$ cat src/link_test_consts.svh
// Constants for the serial link test pattern generator.
// Assumes inclusion by bare name from every design file that needs them.
`ifndef LINK_TEST_CONSTS_SVH
`define LINK_TEST_CONSTS_SVH

// ----------------------------------------------------------------
// Control and data characters, as octets fed to the encoder
// ----------------------------------------------------------------
`define CHAR_K285 8'hbc
`define CHAR_D215 8'hb5
`define CHAR_K280 8'h1c
`define CHAR_K283 8'h7c
`define CHAR_K284 8'h9c

// ----------------------------------------------------------------
// Modified random pattern, twelve octets
// ----------------------------------------------------------------
`define RPAT_LEN 4'd12
`define RPAT_LAST 4'd11
`define RPAT_0 8'hbe
`define RPAT_1 8'hd7
`define RPAT_2 8'h23
`define RPAT_3 8'h47
`define RPAT_4 8'h6b
`define RPAT_5 8'h8f
`define RPAT_6 8'hb3
`define RPAT_7 8'h14
`define RPAT_8 8'h5e
`define RPAT_9 8'hfb
`define RPAT_10 8'h35
`define RPAT_11 8'h59

// ----------------------------------------------------------------
// Lane alignment sequence shape
// ----------------------------------------------------------------
`define ILA_MF_LAST 8'd31
`define ILA_MF_COUNT_LAST 2'd3
`define ILA_CFG_MF 2'd1

// ----------------------------------------------------------------
// Link modes that carry a short transport pattern
// ----------------------------------------------------------------
`define LMODE_14 5'd14
`define LMODE_15 5'd15
`define NUM_CONV 8
`define SAMPLE_TOP 4'hf
`endif

$ cat src/link_test_pkg.sv
// Types shared by the serial link test pattern generator.
// Assumes the constants header is compiled alongside.
package link_test_pkg;

	// Selected test pattern; one at a time
	typedef enum logic [2:0]
	{
		MODE_NORMAL,
		MODE_TRANSPORT,
		MODE_D215,
		MODE_K285,
		MODE_RILA,
		MODE_RPAT
	} testMode_t;

	// Device variant, sets which converter slots exist
	typedef enum logic [1:0]
	{
		VAR_SINGLE,
		VAR_DUAL,
		VAR_QUAD
	} variant_t;

endpackage

$ cat src/pattern_if.sv
// Carrier between the generator core and its pattern table.
// Assumes both ends run on the same clock; the table is combinational.
`timescale 1ns/1ps
interface pattern_if;
	logic [3:0] rpatIdx;
	logic [7:0] rpatOctet;
	logic sampleSel;
	logic [4:0] linkMode;
	link_test_pkg::variant_t variant;
	logic [11:0] sampleVal [8];
	logic [7:0] slotMask;

	modport table_end
	(
		input rpatIdx,
		input sampleSel,
		input linkMode,
		input variant,
		output rpatOctet,
		output sampleVal,
		output slotMask
	);
	modport core_end
	(
		output rpatIdx,
		output sampleSel,
		output linkMode,
		output variant,
		input rpatOctet,
		input sampleVal,
		input slotMask
	);
endinterface

$ cat src/pattern_table.sv
// Combinational table of the random pattern and transport samples.
// Assumes the caller registers its outputs.
`timescale 1ns/1ps
`include "link_test_consts.svh"
module pattern_table
(
	// Link to the core
	pattern_if.table_end pat
);

	// ------------------------------------------------------------
	// Slot presence per link mode and variant
	// ------------------------------------------------------------
	function automatic logic slotOn(input logic [4:0] lm,
		input link_test_pkg::variant_t v, input int n);
		logic on;
		on = 1'b0;
		if (lm == `LMODE_14)
		begin
			// Two slots always, four on dual/quad, eight on quad
			on = (n < 2) || (n < 4 && v != link_test_pkg::VAR_SINGLE)
				|| (v == link_test_pkg::VAR_QUAD);
		end
		else if (lm == `LMODE_15)
		begin
			on = (n < 4) || (v == link_test_pkg::VAR_DUAL);
		end
		return on;
	endfunction

	// ------------------------------------------------------------
	// Per-converter sample: top nibble counts down, middle is index
	// ------------------------------------------------------------
	genvar g;
	generate
		for (g = 0; g < `NUM_CONV; g++)
		begin : gSlot
			logic [3:0] idx;
			assign idx = 4'(g);
			assign pat.slotMask[g] = slotOn(pat.linkMode, pat.variant, g);
			// Sample 1 then sample 2; a sum in the concatenation would wrap
			assign pat.sampleVal[g] = pat.slotMask[g] ?
				{`SAMPLE_TOP - idx, idx, pat.sampleSel ? 4'h2 : 4'h1} :
				12'h000;
		end
	endgenerate

	// Random pattern octet in encoder input order
	always_comb
	begin
		case (pat.rpatIdx)
			4'd0: pat.rpatOctet = `RPAT_0;
			4'd1: pat.rpatOctet = `RPAT_1;
			4'd2: pat.rpatOctet = `RPAT_2;
			4'd3: pat.rpatOctet = `RPAT_3;
			4'd4: pat.rpatOctet = `RPAT_4;
			4'd5: pat.rpatOctet = `RPAT_5;
			4'd6: pat.rpatOctet = `RPAT_6;
			4'd7: pat.rpatOctet = `RPAT_7;
			4'd8: pat.rpatOctet = `RPAT_8;
			4'd9: pat.rpatOctet = `RPAT_9;
			4'd10: pat.rpatOctet = `RPAT_10;
			4'd11: pat.rpatOctet = `RPAT_11;
			default: pat.rpatOctet = `RPAT_0;
		endcase
	end

endmodule

$ cat src/serial_link_test_pattern_gen.sv
// Test pattern generator on the transmit side of the serial data link.
// Assumes the receiver's sync request arrives asynchronously on a pin
// and that the encoder downstream takes one octet plus a control flag.
//
// Summary of operation
// - D21.5 mode sends unbroken D21.5 octets on the lane.
// - D21.5 mode works with either line encoding.
// - K28.5 mode sends unbroken K28.5; only with 8B/10B encoding.
// - Repeated ILA mode never enters data phase; repeats alignment.
// - Each sync request in repeated ILA mode restarts code group sync.
// - After sync, alignment sequences follow back to back indefinitely.
// - Random pattern mode repeats twelve octets; only with 8B/10B.
// - Random pattern octets are BE D7 23 47 6B 8F B3 14 5E FB 35 59.
// - Link mode 14 sends two 12-bit samples per converter slot.
// - Mode 14 slots 2-3 on dual/quad only, 4-7 on quad only.
// - Mode 15 uses same samples; slots 4-7 on dual only.
`timescale 1ns/1ps
`include "link_test_consts.svh"
module serial_link_test_pattern_gen
(
	// Clock and reset
	input wire logic clk_sys,
	input wire logic arst_n,
	// Configuration, same clock domain
	input wire link_test_pkg::testMode_t testMode,
	input wire logic [4:0] linkModeIndex,
	input wire link_test_pkg::variant_t variant,
	input wire logic encoding64b,
	// Receiver sync request pin, active low, asynchronous
	input wire logic syncReq_n,
	// Normal traffic
	input wire logic [11:0] convIn [8],
	input wire logic [7:0] linkOctetIn,
	input wire logic linkIsKIn,
	// Outgoing traffic
	output logic [11:0] convOut [8],
	output logic [7:0] linkOctet,
	output logic linkIsK,
	output logic patternActive
);

	typedef enum logic {ST_CGS, ST_ILA} ilaState_t;

	pattern_if pat();
	pattern_table uTable
	(
		.pat(pat.table_end)
	);

	// ------------------------------------------------------------
	// Sync request synchroniser
	// ------------------------------------------------------------
	logic syncMeta_r;
	logic syncReqSyn_n_r;
	// Two stages; only the second is looked at by logic
	always_ff @(posedge clk_sys or negedge arst_n)
	begin
		if (!arst_n)
		begin
			syncMeta_r <= 1'b1;
			syncReqSyn_n_r <= 1'b1;
		end
		else
		begin
			syncMeta_r <= syncReq_n;
			syncReqSyn_n_r <= syncMeta_r;
		end
	end

	// ------------------------------------------------------------
	// Mode qualification
	// ------------------------------------------------------------
	link_test_pkg::testMode_t modeEff;
	// 8B/10B-only patterns fall back to normal traffic under 64B/66B
	always_comb
	begin
		modeEff = testMode;
		if (encoding64b && (testMode == link_test_pkg::MODE_K285 ||
			testMode == link_test_pkg::MODE_RILA ||
			testMode == link_test_pkg::MODE_RPAT))
		begin
			modeEff = link_test_pkg::MODE_NORMAL;
		end
	end

	logic rilaOn;
	logic rpatOn;
	logic transOn;
	assign rilaOn = (modeEff == link_test_pkg::MODE_RILA);
	assign rpatOn = (modeEff == link_test_pkg::MODE_RPAT);
	assign transOn = (modeEff == link_test_pkg::MODE_TRANSPORT);

	// ------------------------------------------------------------
	// Sequencing state: alignment, random pattern, sample phase
	// ------------------------------------------------------------
	ilaState_t ilaSt_r, ilaSt_nxt;
	logic [7:0] octCnt_r, octCnt_nxt;
	logic [1:0] mfCnt_r, mfCnt_nxt;
	logic [3:0] rpatIdx_r, rpatIdx_nxt;
	logic sampleSel_r, sampleSel_nxt;

	// Counters restart whenever their mode is left
	always_comb
	begin
		ilaSt_nxt = ST_CGS;
		octCnt_nxt = 8'h00;
		mfCnt_nxt = 2'h0;
		rpatIdx_nxt = 4'h0;
		sampleSel_nxt = 1'b0;
		if (rilaOn && syncReqSyn_n_r)
		begin
			case (ilaSt_r)
				ST_CGS: ilaSt_nxt = ST_ILA;
				ST_ILA:
				begin
					// Wrap into a new sequence, never into data
					ilaSt_nxt = ST_ILA;
					octCnt_nxt = (octCnt_r == `ILA_MF_LAST) ? 8'h00 :
						octCnt_r + 8'h01;
					mfCnt_nxt = (octCnt_r == `ILA_MF_LAST) ?
						mfCnt_r + 2'h1 : mfCnt_r;
				end
				default: ilaSt_nxt = ST_CGS;
			endcase
		end
		if (rpatOn)
		begin
			rpatIdx_nxt = (rpatIdx_r == `RPAT_LAST) ? 4'h0 :
				rpatIdx_r + 4'h1;
		end
		if (transOn)
		begin
			sampleSel_nxt = ~sampleSel_r;
		end
	end

	always_ff @(posedge clk_sys or negedge arst_n)
	begin
		if (!arst_n)
		begin
			ilaSt_r <= ST_CGS;
			octCnt_r <= 8'h00;
			mfCnt_r <= 2'h0;
			rpatIdx_r <= 4'h0;
			sampleSel_r <= 1'b0;
		end
		else
		begin
			ilaSt_r <= ilaSt_nxt;
			octCnt_r <= octCnt_nxt;
			mfCnt_r <= mfCnt_nxt;
			rpatIdx_r <= rpatIdx_nxt;
			sampleSel_r <= sampleSel_nxt;
		end
	end

	assign pat.rpatIdx = rpatIdx_r;
	assign pat.sampleSel = sampleSel_r;
	assign pat.linkMode = linkModeIndex;
	assign pat.variant = variant;

	// ------------------------------------------------------------
	// Output selection
	// ------------------------------------------------------------
	logic [11:0] convOut_r [8];
	logic [11:0] convOut_nxt [8];
	logic [7:0] linkOctet_r, linkOctet_nxt;
	logic linkIsK_r, linkIsK_nxt;
	logic active_r, active_nxt;

	// Pattern replaces traffic only while a mode is active
	always_comb
	begin
		convOut_nxt = convIn;
		linkOctet_nxt = linkOctetIn;
		linkIsK_nxt = linkIsKIn;
		active_nxt = (modeEff != link_test_pkg::MODE_NORMAL);
		case (modeEff)
			link_test_pkg::MODE_TRANSPORT: convOut_nxt = pat.sampleVal;
			link_test_pkg::MODE_D215:
			begin
				linkOctet_nxt = `CHAR_D215;
				linkIsK_nxt = 1'b0;
			end
			link_test_pkg::MODE_K285:
			begin
				linkOctet_nxt = `CHAR_K285;
				linkIsK_nxt = 1'b1;
			end
			link_test_pkg::MODE_RPAT:
			begin
				linkOctet_nxt = pat.rpatOctet;
				linkIsK_nxt = 1'b0;
			end
			link_test_pkg::MODE_RILA:
			begin
				linkIsK_nxt = 1'b1;
				if (!syncReqSyn_n_r || ilaSt_r == ST_CGS)
					linkOctet_nxt = `CHAR_K285;
				else if (octCnt_r == 8'h00)
					linkOctet_nxt = `CHAR_K280;
				else if (octCnt_r == `ILA_MF_LAST)
					linkOctet_nxt = `CHAR_K283;
				else if (mfCnt_r == `ILA_CFG_MF && octCnt_r == 8'h01)
					linkOctet_nxt = `CHAR_K284;
				else
				begin
					// Filler carries the octet position as data
					linkOctet_nxt = octCnt_r;
					linkIsK_nxt = 1'b0;
				end
			end
			default: active_nxt = 1'b0;
		endcase
	end

	always_ff @(posedge clk_sys or negedge arst_n)
	begin
		if (!arst_n)
		begin
			convOut_r <= '{default: 12'h000};
			linkOctet_r <= 8'h00;
			linkIsK_r <= 1'b0;
			active_r <= 1'b0;
		end
		else
		begin
			convOut_r <= convOut_nxt;
			linkOctet_r <= linkOctet_nxt;
			linkIsK_r <= linkIsK_nxt;
			active_r <= active_nxt;
		end
	end

	assign convOut = convOut_r;
	assign linkOctet = linkOctet_r;
	assign linkIsK = linkIsK_r;
	assign patternActive = active_r;

	wire syncHeld = syncReqSyn_n_r;
endmodule

$ cat config.mk
export PLATFORM = sky130hd
export DESIGN_NAME = serial_link_test_pattern_gen
export DESIGN_NICKNAME = d
export VERILOG_FILES = /design/src/link_test_pkg.sv /design/src/pattern_if.sv /design/src/pattern_table.sv /design/src/serial_link_test_pattern_gen.sv
export VERILOG_INCLUDE_DIRS = /design/src
export SDC_FILE = /design/constraint.sdc
export NUM_CORES = 1
export LEC_CHECK = 0
export BUFFER_PORTS_ARGS = -buffer_cell sky130_fd_sc_hd__buf_2
export CAP_MARGIN = 20
export CORE_MARGIN = 10
export CORE_UTILIZATION = 39
export CTS_BUF_LIST = sky130_fd_sc_hd__clkbuf_4 sky130_fd_sc_hd__clkbuf_8
export CTS_CLUSTER_SIZE = 8
export DETAILED_ROUTE_END_ITERATION = 10
export GPL_TIMING_DRIVEN = 0
export PLACE_DENSITY = 0.69
export RECOVER_POWER = 50
export REMOVE_ABC_BUFFERS = 1
export SLEW_MARGIN = 20
export SYNTH_ARGS = -nofsm -noshare
export SYNTH_HDL_FRONTEND = slang
export SYNTH_SLANG_ARGS = --single-unit
$ cat constraint.sdc
create_clock -name clk_sys -period 2.2 [get_ports clk_sys]
set_input_delay 0.11 -clock clk_sys [delete_from_list [all_inputs] [get_ports clk_sys]]
set_output_delay 0.11 -clock clk_sys [all_outputs]
set_load 0.005 [all_outputs]
; Yosys cells after proc, flatten, opt, wreduce, memory -nomap -nowiden
; Memories as Yosys holds them, arrays and structs flattened.
; Cells that the tools add are included.
[totals]
reg_bits = 124
mem_bits_ro = 128
in_bits = 119
output_inout_bits = 106
wordCells = 91
n_memories = 1
[memory_table]
columns = name, depth, width, read_ports, rd_clocked_by_memory_dff, wr, line_no
row1 = (no name shown), 16, 8, 1, 0, 0, pattern_table.sv:51  ; case (pat.rpatIdx)
[op_classes]
n_addsub = 3
n_eq_ne = 17
n_mux = 37
n_bitwise = 2
n_reduce_logical = 13
[op_table]
columns = op, n
row1 = 12-bit 2-to-1 mux, 8
row2 = 96-bit 2-to-1 mux, 1
row3 = 8-bit 2-to-1 mux, 7
row4 = 8-bit one-hot mux with 4 select lines, 1
row5 = 3-bit equality test (second input constant), 4
row6 = 1-bit 2-to-1 mux, 12
row7 = 5-bit by 4-bit equality test with 1-bit output (second input constant), 2
row8 = 3-bit by 2-bit equality test with 1-bit output (second input constant), 3
row9 = 8-bit by 1-bit adder with 8-bit output (second input constant), 1
row10 = 8-bit by 1-bit equality test with 1-bit output (second input constant), 1
row11 = 8-bit by 5-bit equality test with 1-bit output (second input constant), 1
row12 = 8-bit logical NOT, 1
row13 = 2-bit 2-to-1 mux, 4
row14 = 4-bit 2-to-1 mux, 2
row15 = 5-bit OR reduction, 1
row16 = 4-bit by 1-bit adder with 4-bit output (second input constant), 1
row17 = 2-bit by 1-bit equality test with 1-bit output (second input constant), 2
row18 = 4-bit equality test (second input constant), 1
row19 = 1-bit logical OR, 4
row20 = 3-bit by 1-bit equality test with 1-bit output (second input constant), 1
row21 = 1-bit logical AND, 3
row22 = 3-bit 2-to-1 mux, 1
row23 = 3-bit by 2-bit inequality test with 1-bit output (second input constant), 1
row24 = 1-bit one-hot mux with 3 select lines, 1
row25 = 7 further kinds, 8

; Logic depth before layout (Yosys ltp)
[depth]
word_depth = 8
mapped_depth = 6
mapped_depth_nobuf = 6

; Hierarchy
; From an unflattened synthesis, not the netlist that was laid out.
[hier_totals]
hier_cells = 489
area_unflattened_um2 = 6055.8
[modules_own_cells]
columns = module, instances, cells_per_inst, area_each_um2, seq_area_each_um2
row1 = serial_link_test_pattern_gen, 1, 348, 5009.8, 3105.5
row2 = pattern_table, 1, 141, 1046.0, 0.0

; Least setup slack after synthesis
; OpenSTA, ideal clock, no wires.
[synth_timing]
path_type = input-to-reg
startpoint = input testMode[2]
endpoint = register convOut_r (netlist bit convOut[60])
setup_ns = 0.074
arrival_time_ns = 1.630
required_ns = 2.126
path_slack_ns = 0.496
stages = 6
path_buffers = 2
path_cell_list = or3b_1 -> buf_2 -> or4_4 -> or2_1 -> buf_6 -> o21ai_2
[synth_lines]
columns = item, line_no
row1 = from (decl), serial_link_test_pattern_gen.sv:25  ; input wire link_test_pkg::testMode_t testMode,
row2 = to (signal assigned), serial_link_test_pattern_gen.sv:228  ; convOut_r <= convOut_nxt;
row3 = to (decl), serial_link_test_pattern_gen.sv:165  ; logic [11:0] convOut_r [8];

==> flow_metrics.env <==
export IMPL_cts_max_level=4
export IMPL_grt_max_degree=79
export IMPL_clk_latency_ps=410
export IMPL_final_max_slew_viol_count=79
export IMPL_portBuffers=224
export IMPL_finalPower_w=0.00479
export IMPL_cts_tree="done"
export IMPL_fillers=921
export IMPL_finalHoldViolations=0
export IMPL_rows=40
export IMPL_grt_pass1_vias=4802
export IMPL_maxCapViolations=1
export IMPL_arrival_ps=2430
export IMPL_dpl_hpwl_mm=10.6
export IMPL_path_max_fanout=56
export IMPL_violations="max-capacitance violations, max-slew violations"
export IMPL_fin_crit_sh=0.957
export IMPL_cp_cell_sequence="buf_2 -> or3b_4 -> buf_12 -> or4_4 -> or2_4 -> o21ai_0"
export IMPL_peakVddDrop_v=0.000531
export IMPL_synth_area_mm2=0.00480
export IMPL_ys_top_cells_by_area="dfrtp_1, and2_1, nand2_1"
export IMPL_drc=0
export IMPL_fin_nets=869
export IMPL_yosysSeqAreaShare=0.647
export IMPL_async_reset_ff_frac=1.00
export IMPL_worst_pin_slew_ps=1670
export IMPL_status="finished, violations left"
export IMPL_core_mm2=0.0120
export IMPL_syn_to_final_growth_pct=55.3
export IMPL_fp_dieH_um=131
export IMPL_synth_top_area_cell="dfrtp_1"
export IMPL_clkTransAtPathRegs_ps=60
export IMPL_synth_seq_cells=124
export IMPL_routed_wl_mm=16.6
export IMPL_critPathKind="input pin to flop"
export IMPL_yosysUniqueCellTypes=48
export IMPL_avgSynthCellArea_um2=11.9
export IMPL_ant_nets=0
export IMPL_grt_use_total=0.194
export IMPL_worstHoldPathType="input pin to flop"
export IMPL_via_per_inst=4.83
export IMPL_post_dp_cell_area_mm2=0.00606
export IMPL_grt_pass1_wl_mm=25.4
export IMPL_setup_violations=0
export IMPL_synthFlopType="dfrtp_1"
export IMPL_yosysWarnings=0
export IMPL_synth_edf_count=0
export IMPL_period_needed_ps=2110
export IMPL_cp_slowest_stage_delay_ps=640
export IMPL_drive_above_1_share=0.313
export IMPL_grt_overflow_total=0
export IMPL_rsz0062_at_grt="no"
export IMPL_synthTopCellsByCount="dfrtp_1, nand2_1, and2_1, nor2_1"
export IMPL_cp_end_kind="flop"
export IMPL_dr_pass1_iters=4
export IMPL_cp_slowest_cell="or4_4"
export IMPL_post_drt_wl_per_cell_um=18.5
export IMPL_die_width_um=131
export IMPL_antenna_found_initial=2
export IMPL_clock_sinks=124
export IMPL_p_per_area_mw_per_mm2=643
export IMPL_ioPinCount=225
export IMPL_max_slew_margin=-0.113
export IMPL_clockBufferDepth=2
export IMPL_synth_top_cell_area_share=0.636
export IMPL_crit_required_ps=2520
export IMPL_die_area_mm2=0.0171
export IMPL_fmax_ghz=0.475
export IMPL_cts_root_buffer="clkbuf_8"
export IMPL_start_util=0.400
export IMPL_post_synth_top_count_cell="dfrtp_1"
export IMPL_p_leak_nw=3.69
export IMPL_clock_skew_ps=6.07
export IMPL_netlist_instances=405
export IMPL_cts_made_buffers=17
export IMPL_vias=4336
export IMPL_drt_iter0_drc=307
export IMPL_critPathLaunchType="input pin"
export IMPL_fin_area_mm2=0.00746
export IMPL_place_gp_congestion=0.854
routing by layer:
metal  up-vias  track usage  wire, µm
met2       208        0.324      8390
met3        28        0.111      1850
met1      2086        0.195      6010
met4         0       0.0811       377
li1       2014            -         -
met5         -            0         0
report_power, final:
| part | switching (W) | total (W) | internal (W) |
|---|---|---|---|
| sequential | 0.0000425 | 0.00246 | 0.00241 |
| combinational | 0.000298 | 0.000656 | 0.000358 |
| clock | 0.000777 | 0.00168 | 0.000902 |
cells in the final DEF, fill, tap and decap left out, drive strengths merged, types with 7 or more instances in the layout:
cell	count
a21o	17
buf	194
nor3	7
nor2	18
a21oi	9
nand2	56
inv	9
and2	52
a22o	8
dlygate4sd3	107
dfrtp	122
ha	12
clkbuf	59
o21ai	17
worst paths after layout:
kind                                endpoint  slack (ps)  cells past startpoint           start
worst max-delay path             convOut[48]          90                      6     testMode[0]
worst min-delay path            linkOctet[7]          70                      3  linkOctetIn[7]
worst max register to register  linkOctet[0]         170                      4     octCnt_r[5]
worst min register to register      syncHeld         360                      0      syncMeta_r
max in group asynchronous        convOut[58]         350                      3          arst_n
min in group asynchronous        convOut[38]         690                      2          arst_n
sequential cells by signal (all words and copies together), names as in the netlist:
| register | cells |
|---|---|
| linkOctet | 8 |
| ilaSt_r | 1 |
| linkIsK | 1 |
| syncHeld | 1 |
| octCnt_r | 8 |
| pat.rpatIdx | 4 |
| patternActive | 1 |
| convOut | 96 |
| syncMeta_r | 1 |
| pat.sampleSel | 1 |
| mfCnt_r | 2 |
cell families after synthesis:
kind of cell    count (synthesis)  share of synthesized area
simple gates                  159                      0.170
flops                         124                      0.647
compound gates                 68                      0.103
buf+inv                        31                     0.0276
fa+ha+maj                      12                     0.0313
xor+xnor                        8                     0.0146
mux                             3                    0.00652
through the flow:
step	setup TNS [ps]	cells	setup slack, ps	hold WS [ps]	utilization
CTS	0	893	7.64	23.2	0.622
global route	0	897	35.3	34.9	0.621
global placement	-147290	754	-1480	218	0.500
detailed placement	-14570	756	-524	192	0.505
finish	0	897	94.5	65.3	0.621
floorplan	-14480	383	-458	-186	-
timing repair:
action,4_1_cts,5_1_grt
resized for setup,0,3
cloned,1,1
hold buffers,107,0
endpoints found under the hold margin,180,0
setup endpoints to repair,8,23
setup buffers,0,1
critical path: cells and delay by family:
kind	cells	cell delay, ps
AND/OR/NAND/NOR	3	1580
buffers and inverters	2	490
AO/OA/AOI/OAI	1	220
final cells by class:
type / count / area (µm²) / area share
Clock buffer: 26 / 314 / 0.0421
Tap cell: 147 / 184 / 0.0247
Timing Repair Buffer: 334 / 2200 / 0.295
Clock inverter: 3 / 15.0 / 0.00201
Multi-Input combinational cell: 252 / 1600 / 0.214
Antenna cell: 2 / 5.00 / 0.000671
Sequential cell: 124 / 3110 / 0.417
Inverter: 9 / 33.8 / 0.00453
No activity file was read; power rests on OpenSTA's default activity.
